$ cat src/acc_pkg.sv
// constants, register map and types of the calibration control block
package acc_pkg;
    localparam int unsigned ACC_DATA_W       = 32;
    localparam int unsigned ACC_REG_W        = 8;
    localparam int unsigned ACC_ADDR_W       = 12;
    // printed offsets are word indexes; byte address is four times the index
    localparam logic [9:0]  ACC_IDX_RUN      = 10'h061;
    localparam logic [9:0]  ACC_IDX_MODE     = 10'h062;
    localparam logic [9:0]  ACC_IDX_OFFSET_REFERENCE_SELECT    = 10'h065;
    localparam logic [9:0]  ACC_IDX_AVG      = 10'h068;
    localparam logic [9:0]  ACC_IDX_LINK     = 10'h069;
    localparam logic [9:0]  ACC_IDX_STATUS   = 10'h06a;
    localparam logic [7:0]  ACC_RST_RUN      = 8'h01;
    localparam logic [7:0]  ACC_RST_MODE     = 8'h01;
    localparam logic [7:0]  ACC_RST_OFFSET_REFERENCE_SELECT    = 8'h01;
    localparam logic [7:0]  ACC_RST_AVG      = 8'h61;
    localparam logic [7:0]  ACC_RST_LINK     = 8'h00;
    localparam int unsigned ACC_BIT_RUN      = 0;
    localparam int unsigned ACC_BIT_FG       = 0;
    localparam int unsigned ACC_BIT_BG       = 1;
    localparam int unsigned ACC_BIT_FGOS     = 2;
    localparam int unsigned ACC_BIT_BGOS     = 3;
    localparam int unsigned ACC_BIT_OFFSET_REFERENCE_SELECT    = 2;
    localparam int unsigned ACC_BIT_LINK     = 0;
    localparam int unsigned ACC_LIN_LSB      = 0;
    localparam int unsigned ACC_OS_LSB       = 4;
    localparam int unsigned ACC_AVG_W        = 3;
    localparam int unsigned ACC_CNT_W        = 16;
    localparam logic [15:0] ACC_LIN_BASE     = 16'h0010;
    localparam logic [15:0] ACC_OS_BASE      = 16'h0008;
    localparam logic [15:0] ACC_CNT_ONE      = 16'h0001;
    localparam logic [15:0] ACC_CNT_ZERO     = 16'h0000;

    typedef enum logic [2:0] {
        ACC_HOLD   = 3'b000,
        ACC_CLEAR  = 3'b001,
        ACC_FG_LIN = 3'b011,
        ACC_FG_OS  = 3'b010,
        ACC_BG     = 3'b110,
        ACC_DONE   = 3'b111
    } acc_state_t;
endpackage

$ cat src/acc_top.sv
// calibration run control, mode registers and sequencing engine behind apb
`timescale 1ns/100ps
// Operation
// - run bit high lets the engine run; low holds it in reset.
// - run bit low also resets digital and serial link clock dividers.
// - foreground select clears calibration values; 1 runs foreground, 0 skips.
// - background select enables background calibration.
// - background offset calibration acts only while background is enabled.
// - foreground offset calibration acts only while foreground is selected.
// - reference select 0 calibrates offset to mid-code.
// - reference select 1 matches offsets to spare converter, background only.
// - offset averaging field sets offset step length; larger is longer.
// - linearity averaging field sets linearity step length; larger is longer.
// - foreground complete flag rises when foreground finishes or is skipped.
module acc_top
    import acc_pkg::*;
(
    input  wire logic                  pclk,
    input  wire logic                  presetn,
    input  wire logic                  psel,
    input  wire logic                  penable,
    input  wire logic                  pwrite,
    input  wire logic [ACC_ADDR_W-1:0] paddr,
    input  wire logic [ACC_DATA_W-1:0] pwdata,
    output logic      [ACC_DATA_W-1:0] prdata,
    output logic                       pready,
    output logic                       pslverr,
    output logic                       cal_engine_reset_n,
    output logic                       digital_divider_reset,
    output logic                       link_divider_reset,
    output logic                       serial_link_enable,
    output logic                       cal_values_clear,
    output logic                       foreground_cal_active,
    output logic                       foreground_offset_active,
    output logic                       background_cal_active,
    output logic                       background_offset_active,
    output logic                       offset_ref_spare,
    output logic                       foreground_complete_flag,
    output logic      [ACC_AVG_W-1:0]  linearity_averaging_depth,
    output logic      [ACC_AVG_W-1:0]  offset_averaging_depth
);
    logic [ACC_REG_W-1:0]  calibration_run_control;
    logic [ACC_REG_W-1:0]  calibration_mode_config;
    logic [ACC_REG_W-1:0]  offset_reference_config;
    logic [ACC_REG_W-1:0]  calibration_averaging;
    logic [ACC_REG_W-1:0]  serial_link_control;
    logic [ACC_REG_W-1:0]  next_run;
    logic [ACC_REG_W-1:0]  next_mode;
    logic [ACC_REG_W-1:0]  next_offset_reference_select;
    logic [ACC_REG_W-1:0]  next_avg;
    logic [ACC_REG_W-1:0]  next_link;
    logic [ACC_DATA_W-1:0] next_prdata;
    logic                  next_pready;
    logic                  next_pslverr;
    logic [9:0]            word_idx;
    logic                  access;
    logic                  mapped;
    logic [ACC_REG_W-1:0]  read_val;
    logic [ACC_REG_W-1:0]  status_val;

    acc_state_t            state;
    acc_state_t            next_state;
    logic [ACC_CNT_W-1:0]  count;
    logic [ACC_CNT_W-1:0]  next_count;
    logic                  run_prev;
    logic                  next_run_prev;
    logic                  next_foreground_complete_flag;
    logic                  run_bit;
    logic                  fg_sel;
    logic                  bg_sel;
    logic [ACC_AVG_W-1:0]  lin_depth;
    logic [ACC_AVG_W-1:0]  os_depth;
    logic                  wr_strobe;

    // next values of the registered outputs
    logic                  next_cal_engine_reset_n;
    logic                  next_digital_divider_reset;
    logic                  next_link_divider_reset;
    logic                  next_serial_link_enable;
    logic                  next_cal_values_clear;
    logic                  next_foreground_cal_active;
    logic                  next_foreground_offset_active;
    logic                  next_background_cal_active;
    logic                  next_background_offset_active;
    logic                  next_offset_ref_spare;
    logic [ACC_AVG_W-1:0]  next_linearity_averaging_depth;
    logic [ACC_AVG_W-1:0]  next_offset_averaging_depth;

    // cycles of one averaging step: base doubled per depth code
    function automatic logic [ACC_CNT_W-1:0] acc_avg_cycles(
        input logic [ACC_CNT_W-1:0] base,
        input logic [ACC_AVG_W-1:0] depth
    );
        acc_avg_cycles = base << depth;
    endfunction

    // state after the foreground steps: background if selected, else done
    function automatic acc_state_t after_foreground(input logic bg);
        after_foreground = bg ? ACC_BG : ACC_DONE;
    endfunction

    assign word_idx   = paddr[ACC_ADDR_W-1:2];
    assign access     = psel && penable && !pready;
    // write lands at the edge that completes the access phase
    assign wr_strobe  = psel && penable && pready && pwrite && !pslverr;
    assign run_bit    = calibration_run_control[ACC_BIT_RUN];
    assign fg_sel     = calibration_mode_config[ACC_BIT_FG];
    assign bg_sel     = calibration_mode_config[ACC_BIT_BG];
    assign lin_depth  = calibration_averaging[ACC_LIN_LSB +: ACC_AVG_W];
    assign os_depth   = calibration_averaging[ACC_OS_LSB +: ACC_AVG_W];
    assign status_val = {3'b000, background_cal_active, state, foreground_complete_flag};

    // register file and apb slave, one wait state per access
    always_comb begin
        next_run     = calibration_run_control;
        next_mode    = calibration_mode_config;
        next_offset_reference_select   = offset_reference_config;
        next_avg     = calibration_averaging;
        next_link    = serial_link_control;
        next_prdata  = prdata;
        next_pready  = 1'b0;
        next_pslverr = 1'b0;
        mapped       = 1'b1;
        read_val     = 8'h00;
        if (word_idx == ACC_IDX_RUN) begin
            read_val = calibration_run_control;
        end else if (word_idx == ACC_IDX_MODE) begin
            read_val = calibration_mode_config;
        end else if (word_idx == ACC_IDX_OFFSET_REFERENCE_SELECT) begin
            read_val = offset_reference_config;
        end else if (word_idx == ACC_IDX_AVG) begin
            read_val = calibration_averaging;
        end else if (word_idx == ACC_IDX_LINK) begin
            read_val = serial_link_control;
        end else if (word_idx == ACC_IDX_STATUS) begin
            read_val = status_val;
        end else begin
            mapped = 1'b0;
        end
        if (access) begin
            next_pready  = 1'b1;
            next_pslverr = !mapped;
            next_prdata  = {24'h00_0000, read_val};
        end
        // full byte stored so reserved fields keep what was written
        if (wr_strobe) begin
            if (word_idx == ACC_IDX_RUN) begin
                next_run = pwdata[ACC_REG_W-1:0];
            end else if (word_idx == ACC_IDX_MODE) begin
                next_mode = pwdata[ACC_REG_W-1:0];
            end else if (word_idx == ACC_IDX_OFFSET_REFERENCE_SELECT) begin
                next_offset_reference_select = pwdata[ACC_REG_W-1:0];
            end else if (word_idx == ACC_IDX_AVG) begin
                next_avg = pwdata[ACC_REG_W-1:0];
            end else if (word_idx == ACC_IDX_LINK) begin
                next_link = pwdata[ACC_REG_W-1:0];
            end
        end
    end

    always_ff @(posedge pclk or negedge presetn) begin
        if (!presetn) begin
            calibration_run_control <= ACC_RST_RUN;
            calibration_mode_config <= ACC_RST_MODE;
            offset_reference_config <= ACC_RST_OFFSET_REFERENCE_SELECT;
            calibration_averaging   <= ACC_RST_AVG;
            serial_link_control     <= ACC_RST_LINK;
            prdata                  <= 32'h0000_0000;
            pready                  <= 1'b0;
            pslverr                 <= 1'b0;
        end else begin
            calibration_run_control <= next_run;
            calibration_mode_config <= next_mode;
            offset_reference_config <= next_offset_reference_select;
            calibration_averaging   <= next_avg;
            serial_link_control     <= next_link;
            prdata                  <= next_prdata;
            pready                  <= next_pready;
            pslverr                 <= next_pslverr;
        end
    end

    // calibration sequencing engine
    always_comb begin
        next_state    = state;
        next_count    = count;
        next_run_prev = run_bit;
        next_foreground_complete_flag  = foreground_complete_flag;
        if (!run_bit) begin
            next_state   = ACC_HOLD;
            next_count   = ACC_CNT_ZERO;
            next_foreground_complete_flag = 1'b0;
        end else begin
            case (state)
                ACC_HOLD: begin
                    if (!run_prev) begin
                        next_state = ACC_CLEAR;
                    end
                end
                ACC_CLEAR: begin
                    // values cleared either way; then foreground or skip
                    if (fg_sel) begin
                        next_state = ACC_FG_LIN;
                        next_count = acc_avg_cycles(ACC_LIN_BASE, lin_depth);
                    end else begin
                        next_state   = after_foreground(bg_sel);
                        next_foreground_complete_flag = 1'b1;
                    end
                end
                ACC_FG_LIN: begin
                    if (count > ACC_CNT_ONE) begin
                        next_count = count - ACC_CNT_ONE;
                    end else if (calibration_mode_config[ACC_BIT_FGOS]) begin
                        next_state = ACC_FG_OS;
                        next_count = acc_avg_cycles(ACC_OS_BASE, os_depth);
                    end else begin
                        next_state   = after_foreground(bg_sel);
                        next_foreground_complete_flag = 1'b1;
                    end
                end
                ACC_FG_OS: begin
                    if (count > ACC_CNT_ONE) begin
                        next_count = count - ACC_CNT_ONE;
                    end else begin
                        next_state   = after_foreground(bg_sel);
                        next_foreground_complete_flag = 1'b1;
                    end
                end
                ACC_BG: begin
                    if (!bg_sel) begin
                        next_state = ACC_DONE;
                    end
                end
                ACC_DONE: begin
                    if (bg_sel) begin
                        next_state = ACC_BG;
                    end
                end
                default: begin
                    next_state = ACC_HOLD;
                end
            endcase
        end
        // outputs follow the new register and state values at the same edge
        next_cal_engine_reset_n        = next_run[ACC_BIT_RUN];
        next_digital_divider_reset     = !next_run[ACC_BIT_RUN];
        next_link_divider_reset        = !next_run[ACC_BIT_RUN];
        next_serial_link_enable        = next_link[ACC_BIT_LINK];
        next_cal_values_clear          = (next_state == ACC_CLEAR);
        next_foreground_cal_active     = (next_state == ACC_FG_LIN);
        next_foreground_offset_active  = (next_state == ACC_FG_OS);
        next_background_cal_active     = (next_state == ACC_BG);
        next_background_offset_active  = (next_state == ACC_BG) &&
                                         next_mode[ACC_BIT_BGOS];
        // spare reference only honoured with background on, else mid-code
        next_offset_ref_spare          = next_offset_reference_select[ACC_BIT_OFFSET_REFERENCE_SELECT] &&
                                         next_mode[ACC_BIT_BG];
        next_linearity_averaging_depth = next_avg[ACC_LIN_LSB +: ACC_AVG_W];
        next_offset_averaging_depth    = next_avg[ACC_OS_LSB +: ACC_AVG_W];
    end

    always_ff @(posedge pclk or negedge presetn) begin
        if (!presetn) begin
            state                     <= ACC_HOLD;
            count                     <= ACC_CNT_ZERO;
            run_prev                  <= 1'b0;
            foreground_complete_flag  <= 1'b0;
            cal_engine_reset_n        <= 1'b0;
            digital_divider_reset     <= 1'b1;
            link_divider_reset        <= 1'b1;
            serial_link_enable        <= 1'b0;
            cal_values_clear          <= 1'b0;
            foreground_cal_active     <= 1'b0;
            foreground_offset_active  <= 1'b0;
            background_cal_active     <= 1'b0;
            background_offset_active  <= 1'b0;
            offset_ref_spare          <= 1'b0;
            linearity_averaging_depth <= ACC_RST_AVG[ACC_LIN_LSB +: ACC_AVG_W];
            offset_averaging_depth    <= ACC_RST_AVG[ACC_OS_LSB +: ACC_AVG_W];
        end else begin
            state                     <= next_state;
            count                     <= next_count;
            run_prev                  <= next_run_prev;
            foreground_complete_flag  <= next_foreground_complete_flag;
            cal_engine_reset_n        <= next_cal_engine_reset_n;
            digital_divider_reset     <= next_digital_divider_reset;
            link_divider_reset        <= next_link_divider_reset;
            serial_link_enable        <= next_serial_link_enable;
            cal_values_clear          <= next_cal_values_clear;
            foreground_cal_active     <= next_foreground_cal_active;
            foreground_offset_active  <= next_foreground_offset_active;
            background_cal_active     <= next_background_cal_active;
            background_offset_active  <= next_background_offset_active;
            offset_ref_spare          <= next_offset_ref_spare;
            linearity_averaging_depth <= next_linearity_averaging_depth;
            offset_averaging_depth    <= next_offset_averaging_depth;
        end
    end
endmodule

$ cat config.mk
export PLATFORM = sky130hd
export DESIGN_NAME = acc_top
export DESIGN_NICKNAME = d
export VERILOG_FILES = /design/src/acc_pkg.sv /design/src/acc_top.sv
export SDC_FILE = /design/constraint.sdc
export NUM_CORES = 1
export LEC_CHECK = 0
export BUFFER_PORTS_ARGS = -buffer_cell sky130_fd_sc_hd__buf_2
export CORE_ASPECT_RATIO = 0.9
export CORE_UTILIZATION = 40
export DETAILED_ROUTE_END_ITERATION = 10
export PLACE_DENSITY_LB_ADDON = 0.08
export SYNTH_ARGS = -nofsm -noshare
export SYNTH_HDL_FRONTEND = slang
export SYNTH_SLANG_ARGS = --single-unit
$ cat constraint.sdc
create_clock -name pclk -period 2.5 [get_ports pclk]
set_input_delay 0.25 -clock pclk [delete_from_list [all_inputs] [get_ports pclk]]
set_output_delay 0.25 -clock pclk [all_outputs]
set_load 0.1 [all_outputs]
### Word-level counts from Yosys, hierarchy flattened

Cells that the tools add are included.

* mux-type cells: 50
* equal/unequal tests: 23
* order comparisons: 1
* reduce and logical (&&, ||, !) cells: 19
* $add $sub $neg: 1
* bitwise operators: 4
* shift-type cells: 2

Operators by type and width (number)
* 2-to-1 mux 16 bit: 5
* equality test 10 x 7 -> 1 bit, second input constant: 6
* one-hot mux 16 bit (3 select lines): 1
* 2-to-1 mux 8 bit: 5
* 2-to-1 mux 3 bit: 12
* 2-to-1 mux 7 bit: 5
* inequality test 3 bit, second input constant: 6
* one-hot mux 3 bit (6 select lines): 1
* > comparator 16 x 1 -> 1 bit, second input constant: 1
* 2-to-1 mux 1 bit: 16
* << shifter 4 x 3 -> 16 bit, first input constant: 1
* << shifter 5 x 3 -> 16 bit, first input constant: 1
* subtractor 16 x 1 -> 16 bit, second input constant: 1
* equality test 3 x 2 -> 1 bit, second input constant: 4
* 2-to-1 mux 4 bit: 3
* AND reduction 5 bit: 2
* equality test 3 bit, second input constant: 3
* AND reduction 4 bit: 2
* logical AND 1 bit: 7
* equality test 3 x 1 -> 1 bit, second input constant: 2
* AND reduction 6 bit: 1
* 2-to-1 mux 5 bit: 1
* logical NOT 1 bit: 4
* inequality test 4 x 1 -> 1 bit, second input constant: 1
* other kinds (6): 9

* bits in registers: 85

### Depth between registers and ports, before layout

Gate-level depths: netlist of the first run.

* depth in word-level cells: 9
* gate-level depth with buffers: 8

### Worst setup path after synthesis of the first run

Ideal clock, no wire load.

* path kind: register to register
* start: register pready
* end: register offset_ref_spare
* required time: 2.381 ns
* slack: 0.182 ns
* data arrival time: 2.199 ns
* cell stages (with the launch flop): 7
* cells stage by stage: dfrtp_1 nand2_1 nor3_2 and3_1 buf_2 mux2_2 and2_1

* word-level cells in the longest chain between the ends: 5

RTL lines
* start, declared: line acc_top.sv:26 `output logic pready,`
* start signal, assigned: line acc_top.sv:178 `pready <= next_pready;`
* logical AND 1 bit (3 in a row): line acc_top.sv:105 `assign wr_strobe = psel && penable && pready && pwrite && !pslverr;`
* 2-to-1 mux 3 bit: line acc_top.sv:146 `if (wr_strobe) begin`
* via next_offset_reference_select[2]: line acc_top.sv:49 `logic [ACC_REG_W-1:0] next_offset_reference_select;`
* logical AND 1 bit: line acc_top.sv:256 `next_offset_ref_spare = next_offset_reference_select[ACC_BIT_OFFSET_REFERENCE_SELECT] &&`
* via next_offset_ref_spare: line acc_top.sv:85 `logic next_offset_ref_spare;`
* end signal, assigned: line acc_top.sv:294 `offset_ref_spare <= next_offset_ref_spare;`
* end, declared: line acc_top.sv:37 `output logic offset_ref_spare,`

The timed path passes the listed nets, and every way through them passes these cells.
A chain may end at the register's enable or synchronous reset.

### Final worst setup path of the first run

* start: register count[0]
* end: register count[3]

* word-level cells in the longest chain between the ends: 4

RTL lines
* start, declared: line acc_top.sv:63 `logic [ACC_CNT_W-1:0] count;`
* start signal, assigned: line acc_top.sv:282 `count <= next_count;`
* subtractor 16 x 1 -> 16 bit or > comparator 16 x 1 -> 1 bit (tied branches)
* 2-to-1 mux 16 bit (on tied branches): line acc_top.sv:222, acc_top.sv:211
* one-hot mux 16 bit (3 select lines): line acc_top.sv:194 `case (state)`
* 2-to-1 mux 16 bit: line acc_top.sv:189 `if (!run_bit) begin`

Parallel ways exist; a longest one is shown, timed or not. The select of a mux whose other input is x is not followed.

==> results of run 1 <==
[logic make-up (layout without fill, tap and decap cells)]
group | count (synthesis) | count (layout)
compound gates | 96 | 96
fa+ha+maj | 2 | 2
buf+inv | 56 | 92
flops | 79 | 79
mux | 44 | 44
other cells | 1 | 24
simple gates | 130 | 130
[metrics by stage]
step / instance area, sq um / setup WS, ns
floorplan: 4367 / 0.1815
global placement: 4632 / 0.3187
global route: 4918 / 0.1225
finish: 4918 / 0.3015
detailed placement: 4632 / 0.2895
CTS: 4918 / 0.2482
[worst max-delay path by stage]
stage	endpoint	cells past startpoint	start	slack [ns]
final	count[3]	7	count[0]	0.30
after global placement	count[3]	7	count[0]	0.32
after CTS	count[3]	7	count[0]	0.25
after floorplan	offset_ref_spare	6	pready	0.18
after global routing	count[3]	7	count[0]	0.12
after detailed placement	count[3]	7	count[0]	0.29
[placed cells by master, fill, tap and decap left out, types with 8 or more instances in the layout]
cell / n
buf_4: 21
nor2_1: 36
buf_2: 48
nand2_1: 30
dfrtp_1: 72
clkbuf_16: 9
conb_1: 24
a21oi_1: 19
a222oi_1: 8
mux2_2: 41
a31oi_1: 18
[worst max-delay path: stages (launching register included)]
cell and delay (ns):
dfrtp_1 0.43, inv_1 0.07, ha_1 0.24, o21ba_2 0.25, and3_1 0.18, a31oi_1 0.48, o21ai_0 0.18, a22o_1 0.26
[power by group through the flow]
stage / logic (mW) / clock network [mW] / registers [mW]
floorplan: 0.225 / 0 / 1.49
global placement: 0.445 / 0 / 1.34
detailed placement: 0.448 / 0 / 1.34
CTS: 0.449 / 1.25 / 1.31
global route: 0.464 / 1.30 / 1.32
finish: 0.447 / 1.21 / 1.31
[flip-flops by register name, indices dropped and copies added (netlist names), 2 cells and up]
| name | count |
|---|---|
| count | 16 |
| calibration_mode_config | 8 |
| calibration_run_control | 8 |
| offset_reference_config | 8 |
| prdata | 8 |
| serial_link_control | 8 |
| calibration_averaging | 4 |
| state | 3 |
| linearity_averaging_depth | 2 |
| offset_averaging_depth | 2 |
[layout make-up]
| cell class | instances | share of cell area (%) |
|---|---|---|
| inverter | 5 | 0.3816 |
| sequential | 79 | 40.37 |
| timing repair buffer | 71 | 8.700 |
| clock inverter | 5 | 0.6868 |
| clock buffer | 11 | 4.935 |
| multi-input combinational | 296 | 41.64 |
| tap | 129 | 3.282 |
[what timing repair did]
action	CTS	global route
gates resized for setup	0	0
setup endpoints to repair	0	0
hold buffers	1	0
hold endpoints to repair	72	0
[per-layer routing]
metal  vias to the layer above  share of wire (%)  GRT usage [%]
met4                         0               0.83          6.445
li1                       1582                  -              -
met1                      1682                 50          30.09
met3                         7                4.9          4.650
met5                         -                  0              0
met2                       102                 44          30.43
==> flow_summary.yaml, run 1 <==
drt:
  vias: 3373
  wl_per_cell_um: 17.82
  drtIter0Drc: 219
  drt.antenna.violating_nets: 0
  wl_um: 10620
  route.detailed.drc: 22
  firstDrtPassIters: 10
  via_per_inst: 5.659
timing:
  period_minus_slack_ns: 2.199
  fin_crit_sh_pct: 87.94
  setup_viol: 0
  worst_pin_slew_ns: 0.6342
  setup-tns-final_ns: 0
  hold_slack_ns: 0.1432
  final-hold-violation-count: 0
  fmax_ghz: 0.4549
  drv_slew: 0
  slew_headroom_pct: 57.63
  worst_clock_skew_ns: 0.007373
  rsz0062_at_grt: "no"
power:
  swShare_pct: 30.95
  design_power_total_mw: 2.972
  p_switching_uw: 919.7
  pwr_density_cell_mw_per_mm2: 604.2
  internal_power_mw: 2.052
  vdd_ir_drop_max_uv: 375.4
  clock_power_share_pct: 40.8
  combPwrFrac_pct: 15.0
  p_leak_nw: 2.302
  pwr-share-seq_pct: 44.2
worst_setup_path:
  crit_fanout: 7
  r2r_cells: 7
  cp_data_arrival_time_ns: 2.43
  worst_setup_path_start_kind: "register"
  r2r_slack_ns: 0.30
  critPathCaptureType: "register"
  r2r_end: "count[3]"
  required_ns: 2.73
  reg2reg_from: "count[0]"
  path_class: "register to register"
synth:
  synth_xor_area_share_pct: 0
  synthCells: 408
  synth.most_common_cell: "dfrtp_1"
  synth_top_family_by_area: "simple AND/OR/NAND/NOR gates"
  synth_compound_area_share_pct: 15.81
  synth_area_leader_cell: "dfrtp_1"
  synth.mux.area_fraction_pct: 11.72
  synth-seq-cells: 79
  synth_commonest_cells: "dfrtp_1 (72), mux2_2 (41), nor2_1 (36), buf_4 (31), nand2_1 (30)"
  synth_edf_count: 0
  syn_area_sq_mm: 0.004280
  synth_area_leaders: "dfrtp_1 (42%), mux2_2 (11%), buf_4 (5.4%)"
  synthFlopType: "dfrtp_1"
  synth_top_cell_area_share_pct: 42.09
  synth.distinct_cells: 67
  yosys_warnings: 0
  async_flop_share_pct: 100.0
  syn_avg_cell_area_sq_um: 10.49
  yosysSeqAreaShare_pct: 46.39
  synth_adder_area_share_pct: 0.5846
  yosys.area_share.simple_pct: 17.63
cts:
  clkSinkCount: 79
  cts-htree-levels: 3
  cts.clk_slew.worst_paths_ns: 0.06
  cts_setup_buffers: 0
  clock-root-buffer: "clkbuf_16"
  cts-buffers-inserted: 9
  clock_latency_ns: 0.34
  tritoncts: "done"
  clock_path_buffers: 2
final_layout:
  area_growth_pct: 14.91
  drive_above_1_share_pct: 32.55
  multi_input_area_sq_mm: 0.002048
  regArea_sq_mm: 0.001986
  final_nets: 513
  final_core_util_pct: 47.59
  instances_no_fill: 596
  antennaDiodeCount: 0
  n_fill_cell: 988
placed_design:
  hpwl_um: 7430
  portBuffers: 49
  gp_congestion: 0.7982
  dp.cells: 579
min_path:
  hold_path_class: "input pin to register"
  hold_depth: 2
  min_from: "pwdata[0]"
  min_to: "link_divider_reset"
status:
  violations: "design-rule violations"
  status: "finished with violations"
floorplan:
  pin_count: 100
  die_height_um: 100.1
  start_util_pct: 41.42
  row_count: 35
  dieArea_sq_mm: 0.01112
  core_area_sq_mm: 0.01033
  die_x_um: 111.0
flow_run:
  drv_cap: 0
global_routing:
  antenna_found_initial: 0
  grt_use_total_pct: 20.60
  grt_first_pass_wirelength_um: 17510
  grt_pass1_vias: 3196
  grt_max_degree: 80
  grt_overflow: 0
Power figures use the tool's default switching activity.
==> run 2, diff against run 1 <==
- ABC_AREA: default -> 1
==> flow_summary.yaml, run 2 <==
drt:
  firstDrtPassIters: 5
  route.detailed.drc: 0
  vias: 3703
  wl_per_cell_um: 13.82
  via_per_inst: 4.841
  drt.antenna.violating_nets: 0
  drtIter0Drc: 217
  wl_um: 10570
final_layout:
  final_nets: 678
  final_core_util_pct: 45.85
  area_growth_pct: 11.79
  n_fill_cell: 1129
  postLayoutCellArea_sq_mm: 0.004936
  instances_no_fill: 765
  top_register: "count"
  mostFrequentLayoutCells: "nand2_1 (154), dfrtp_1 (72), inv_1 (59)"
  drive_above_1_share_pct: 18.20
  largest_reg_flops: 16
  antennaDiodeCount: 0
  final_common_cell: "nand2_1"
cts:
  clock_path_buffers: 2
  cts.clk_slew.worst_paths_ns: 0.06
  clock-root-buffer: "clkbuf_16"
  cts-hold-fix-buffers: 1
  cts-buffers-inserted: 9
  tritoncts: "done"
  cts-htree-levels: 3
  cts_resized: 0
  cts_setup_buffers: 0
  clock_latency_ns: 0.34
  clkSinkCount: 79
power:
  clock_power_share_pct: 29.3
  pwr-share-seq_pct: 32.6
  internal_power_mw: 2.551
  p_leak_nw: 2.521
  swShare_pct: 42.74
  p_switching_mw: 1.904
  pwr_density_cell_mw_per_mm2: 902.4
  vdd_ir_drop_max_uv: 366.9
  combPwrFrac_pct: 38.1
worst_setup_path:
  reg2reg_from: "count[0]"
  crit_start: "count[0]"
  critPathCaptureType: "register"
  r2r_end: "count[15]"
  worst_setup_path_start_kind: "register"
  cp_data_arrival_time_ns: 2.21
  required_ns: 2.73
  r2r_cells: 13
  crit_fanout: 12
  endpoint: "count[15]"
  r2r_slack_ns: 0.52
  path_class: "register to register"
synth:
  yosys.area_share.simple_pct: 28.14
  synth.mux.area_fraction_pct: 0
  synthFlopType: "dfrtp_1"
  synth_area_leaders: "dfrtp_1 (41%), nand2_1 (13%), buf_4 (5.3%)"
  syn_area_sq_mm: 0.004415
  synth_commonest_cells: "nand2_1 (154), dfrtp_1 (72), inv_1 (59), nor2_1 (58), o21ai_1 (37)"
  synth_xor_area_share_pct: 2.182
  synth_top_cell_area_share_pct: 40.80
  synth_edf_count: 0
  yosys_warnings: 0
  yosysSeqAreaShare_pct: 44.97
  synth_adder_area_share_pct: 0.5667
  synth_compound_area_share_pct: 11.14
  synthCells: 579
  async_flop_share_pct: 100.0
  synth.distinct_cells: 34
  synth_top_family_by_area: "simple AND/OR/NAND/NOR gates"
  synth_area_leader_cell: "dfrtp_1"
  synth.most_common_cell: "nand2_1"
  synth-seq-cells: 79
  syn_avg_cell_area_sq_um: 7.626
status:
  status: "finished clean"
timing:
  hold_slack_ns: 0.1181
  worst_clock_skew_ns: 0.007522
  fmax_ghz: 0.5045
  setup-tns-final_ns: 0
  period_minus_slack_ns: 1.982
  fin_crit_sh_pct: 79.29
  slew_headroom_pct: 62.16
  worst_pin_slew_ns: 0.5676
  drv_slew: 0
  final-hold-violation-count: 0
  rsz0062_at_grt: "no"
  setup_viol: 0
floorplan:
  start_util_pct: 41.02
  core_area_sq_mm: 0.01077
  die_x_um: 112.8
  row_count: 36
  pin_count: 100
  die_height_um: 101.7
  dieArea_sq_mm: 0.01146
global_routing:
  grt_overflow: 0
  antenna_found_initial: 0
  grt_pass1_vias: 3422
  grt_first_pass_wirelength_um: 17530
  grt_max_degree: 41
  grt_use_total_pct: 19.96
min_path:
  hold_path_class: "input pin to register"
placed_design:
  hpwl_um: 7707
  dp.cells: 748
  gp_congestion: 0.8053
  portBuffers: 49
  post_dp_cell_area_sq_mm: 0.004634
flow_run:
  drv_cap: 0
-- run 2: cell types whose count changed after synthesis, sizes merged, moves of 8 or more --
cell	before	now
nand2	31	169
xor2	0	10
nand3	7	35
clkbuf	12	0
inv	5	69
a222oi	8	0
o21ai	8	62
a31oi	18	2
nor2	36	67
mux2	43	0
-- run 2: logic make-up after synthesis --
group                    count (synthesis)
adder cells (fa/ha/maj)                  2
AO/OA/AOI/OAI                           92
flip-flops                              79
AND/OR/NAND/NOR                        284
other                                    1
XOR/XNOR                                11
buffers and inverters                  110
-- run 2: worst max-delay path: stages (launching register included) --
cell     delay (ns)
dfrtp_1        0.42
inv_1          0.11
ha_1           0.24
inv_1          0.05
nand2_1        0.09
nand2_1        0.08
nor2_4         0.13
nand3_2        0.14
nand2_2        0.11
nand2_2        0.19
inv_1          0.10
nor2_1         0.07
nand2_1        0.09
nand2_1        0.05
-- run 2: layout make-up --
type / count / area, sq um / area share (%)
clock buffers: 11 / 232.7 / 4.715
flip-flops and latches: 79 / 1986 / 40.23
inverters: 71 / 266.5 / 5.399
clock inverters: 5 / 58.81 / 1.191
multi-input cells: 413 / 1946 / 39.42
repair buffers: 53 / 280.3 / 5.678
well taps: 133 / 166.4 / 3.371
-- run 2: routing by layer --
layer | GRT usage [%] | up-vias | wire (um)
met4 | 5.538 | 0 | 118
li1 | - | 1880 | -
met1 | 29.03 | 1702 | 5411
met2 | 30.10 | 111 | 4496
met5 | 0 | - | 0
met3 | 4.129 | 10 | 544
-- run 2: worst min path at each step --
stage,start,endpoint,slack (ns),cells past startpoint
final,pwdata[0],link_divider_reset,0.12,2
after floorplan,presetn,background_cal_active,-0.05,0
after global placement,presetn,calibration_run_control[3],0.29,1
after global routing,pwdata[0],link_divider_reset,0.12,2
after CTS,pwdata[0],link_divider_reset,0.11,2
after detailed placement,presetn,calibration_run_control[3],0.29,1
-- run 2: through the flow --
stage	total power, mW	setup WS [ns]
2_1_floorplan	2.903	0.4929
5_1_grt	4.726	0.2864
4_1_cts	4.494	0.4975
3_3_place_gp	3.158	0.5441
6_report	4.454	0.5178
3_5_place_dp	3.165	0.5408
-- run 2: power by group through the flow --
stage,registers (mW),clock network (mW),logic [mW]
detailed placement,1.47,0,1.69
CTS,1.45,1.34,1.70
global route,1.46,1.39,1.87
global placement,1.47,0,1.69
finish,1.45,1.31,1.70
floorplan,1.79,0,1.11
==> run 3, diff against run 2 <==
- clock period: 2.5 -> 1.8 ns (I/O delays scaled with it)
==> flow_summary.yaml, run 3 (same netlist as run 2, synthesis figures left out) <==
final_layout:
  final_common_cell: "nand2_1"
  area_growth_pct: 17.99
  drive_above_1_share_pct: 23.01
  largest_reg_flops: 16
  mostFrequentLayoutCells: "nand2_1 (152), dfrtp_1 (70), inv_1 (57)"
  multi_input_area_sq_mm: 0.001991
  final_nets: 698
  n_fill_cell: 1092
  top_register: "count"
  regArea_sq_mm: 0.001988
  antennaDiodeCount: 0
worst_setup_path:
  path_class: "register to register"
  crit_path_top_delay_cell: "dfrtp_1"
  critPathCaptureType: "register"
  cp_cell_sequence: "inv_2, ha_2, inv_1, nand2_2, nand2_2, nor2_4, nand3_4, nand2_2, nand2_1, nand2_2, nand4_1, nor2_1"
  critical_path_buf_inv_count: 2
  max_stage_delay_ns: 0.40
  crit_fanout: 4
  cp_data_arrival_time_ns: 2.00
  worst_setup_path_start_kind: "register"
  required_ns: 2.07
  cp_top_family: "simple AND/OR/NAND/NOR gates"
  cpMostUsedCell: "nand2_2"
global_routing:
  grt_first_pass_wirelength_um: 17810
  grt_use_met2_pct: 30.48
  grt_most_used_layer: "met2"
  grt_use_total_pct: 20.33
  antenna_found_initial: 0
  grt_pass1_vias: 3515
  grt_max_degree: 28
  use_met1_pct: 29.12
  grt_overflow: 0
  grtUsageMet3_pct: 4.967
floorplan:
  die_x_um: 112.8
  start_util_pct: 41.02
  dieArea_sq_mm: 0.01146
  die_height_um: 101.7
  row_count: 36
  core_area_sq_mm: 0.01077
  pin_count: 100
timing:
  drv_slew: 0
  rsz0062_at_grt: "yes"
  setup_viol: 0
  setup-tns-final_ns: 0
  fmax_ghz: 0.5778
  worst_clock_skew_ns: 0.009993
  fin_crit_sh_pct: 96.14
  period_minus_slack_ns: 1.731
  final-hold-violation-count: 0
cts:
  clock_path_buffers: 2
  clkSinkCount: 79
  tritoncts: "done"
  cts.clk_slew.worst_paths_ns: 0.06
  cts-htree-levels: 3
  cts-buffers-inserted: 9
  clock_latency_ns: 0.35
  clock-root-buffer: "clkbuf_16"
power:
  design_power_total_mw: 6.778
  pwr_density_cell_mw_per_mm2: 1301
  p_leak_nw: 2.652
  vdd_ir_drop_max_uv: 507.4
drt:
  drt.antenna.violating_nets: 0
  firstDrtPassIters: 4
  via_per_inst: 4.799
  vias: 3767
  route.detailed.drc: 0
  drtIter0Drc: 304
  wl_um: 10580
  wl_per_cell_um: 13.47
placed_design:
  portBuffers: 49
  gp_congestion: 0.8193
  hpwl_um: 7925
status:
  status: "finished clean"
min_path:
  hold_path_class: "input pin to register"
flow_run:
  drv_cap: 0
## run 3: what timing repair did
item / 4_1_cts / 5_1_grt
endpoints found under the setup margin: 0 / 21
setup buffers: 0 / 2
gates resized for setup: 0 / 16
hold buffers: 1 / 0
hold endpoints to repair: 25 / 0
## run 3: layout make-up
cell class | count | share of cell area, %
Inverter | 71 | 5.163
Tap cell | 133 | 3.194
Sequential cell | 79 | 38.16
Clock buffer | 9 | 4.323
Multi-Input combinational cell | 413 | 38.21
Clock inverter | 7 | 1.969
Timing Repair Buffer | 73 | 8.982
## run 3: worst paths after layout
kind	startpoint	endpoint	slack [ns]	cells after the start
worst min register to register	offset_reference_config[0]	offset_reference_config[0]	0.48	2
worst min-delay path	pwdata[0]	link_divider_reset	0.02	2
max in group asynchronous	presetn	offset_averaging_depth[1]	0.94	3
worst max register to register	count[0]	background_offset_active	0.07	12
min in group asynchronous	presetn	calibration_mode_config[2]	0.30	2
worst max-delay path	count[0]	background_offset_active	0.07	12
## run 3: per-stage QoR
stage	hold slack [ns]	instances	setup WS [ns]	instance area [sq um]	utilization, %
global placement	0.1333	766	0.03250	4810	44.68
finish	0.02297	785	0.06940	5210	48.40
detailed placement	0.1368	766	0.01466	4810	44.68
CTS	0.01746	783	0.01225	5147	47.82
floorplan	-0.1156	602	0.07528	4504	-
global route	0.02147	785	-0.04918	5210	48.40
## run 3: per-layer routing
metal / routed length (um) / share of wire [%]
met1: 5482 / 52
met2: 4524 / 43
met3: 446 / 4.2
met4: 123 / 1.2
met5: 0 / 0
## run 3: power by group
group / switching, mW / total [mW] / internal [mW]
combinational: 1.92 / 2.75 / 0.836
clock: 0.787 / 2.02 / 1.23
sequential: 0.0931 / 2.01 / 1.91
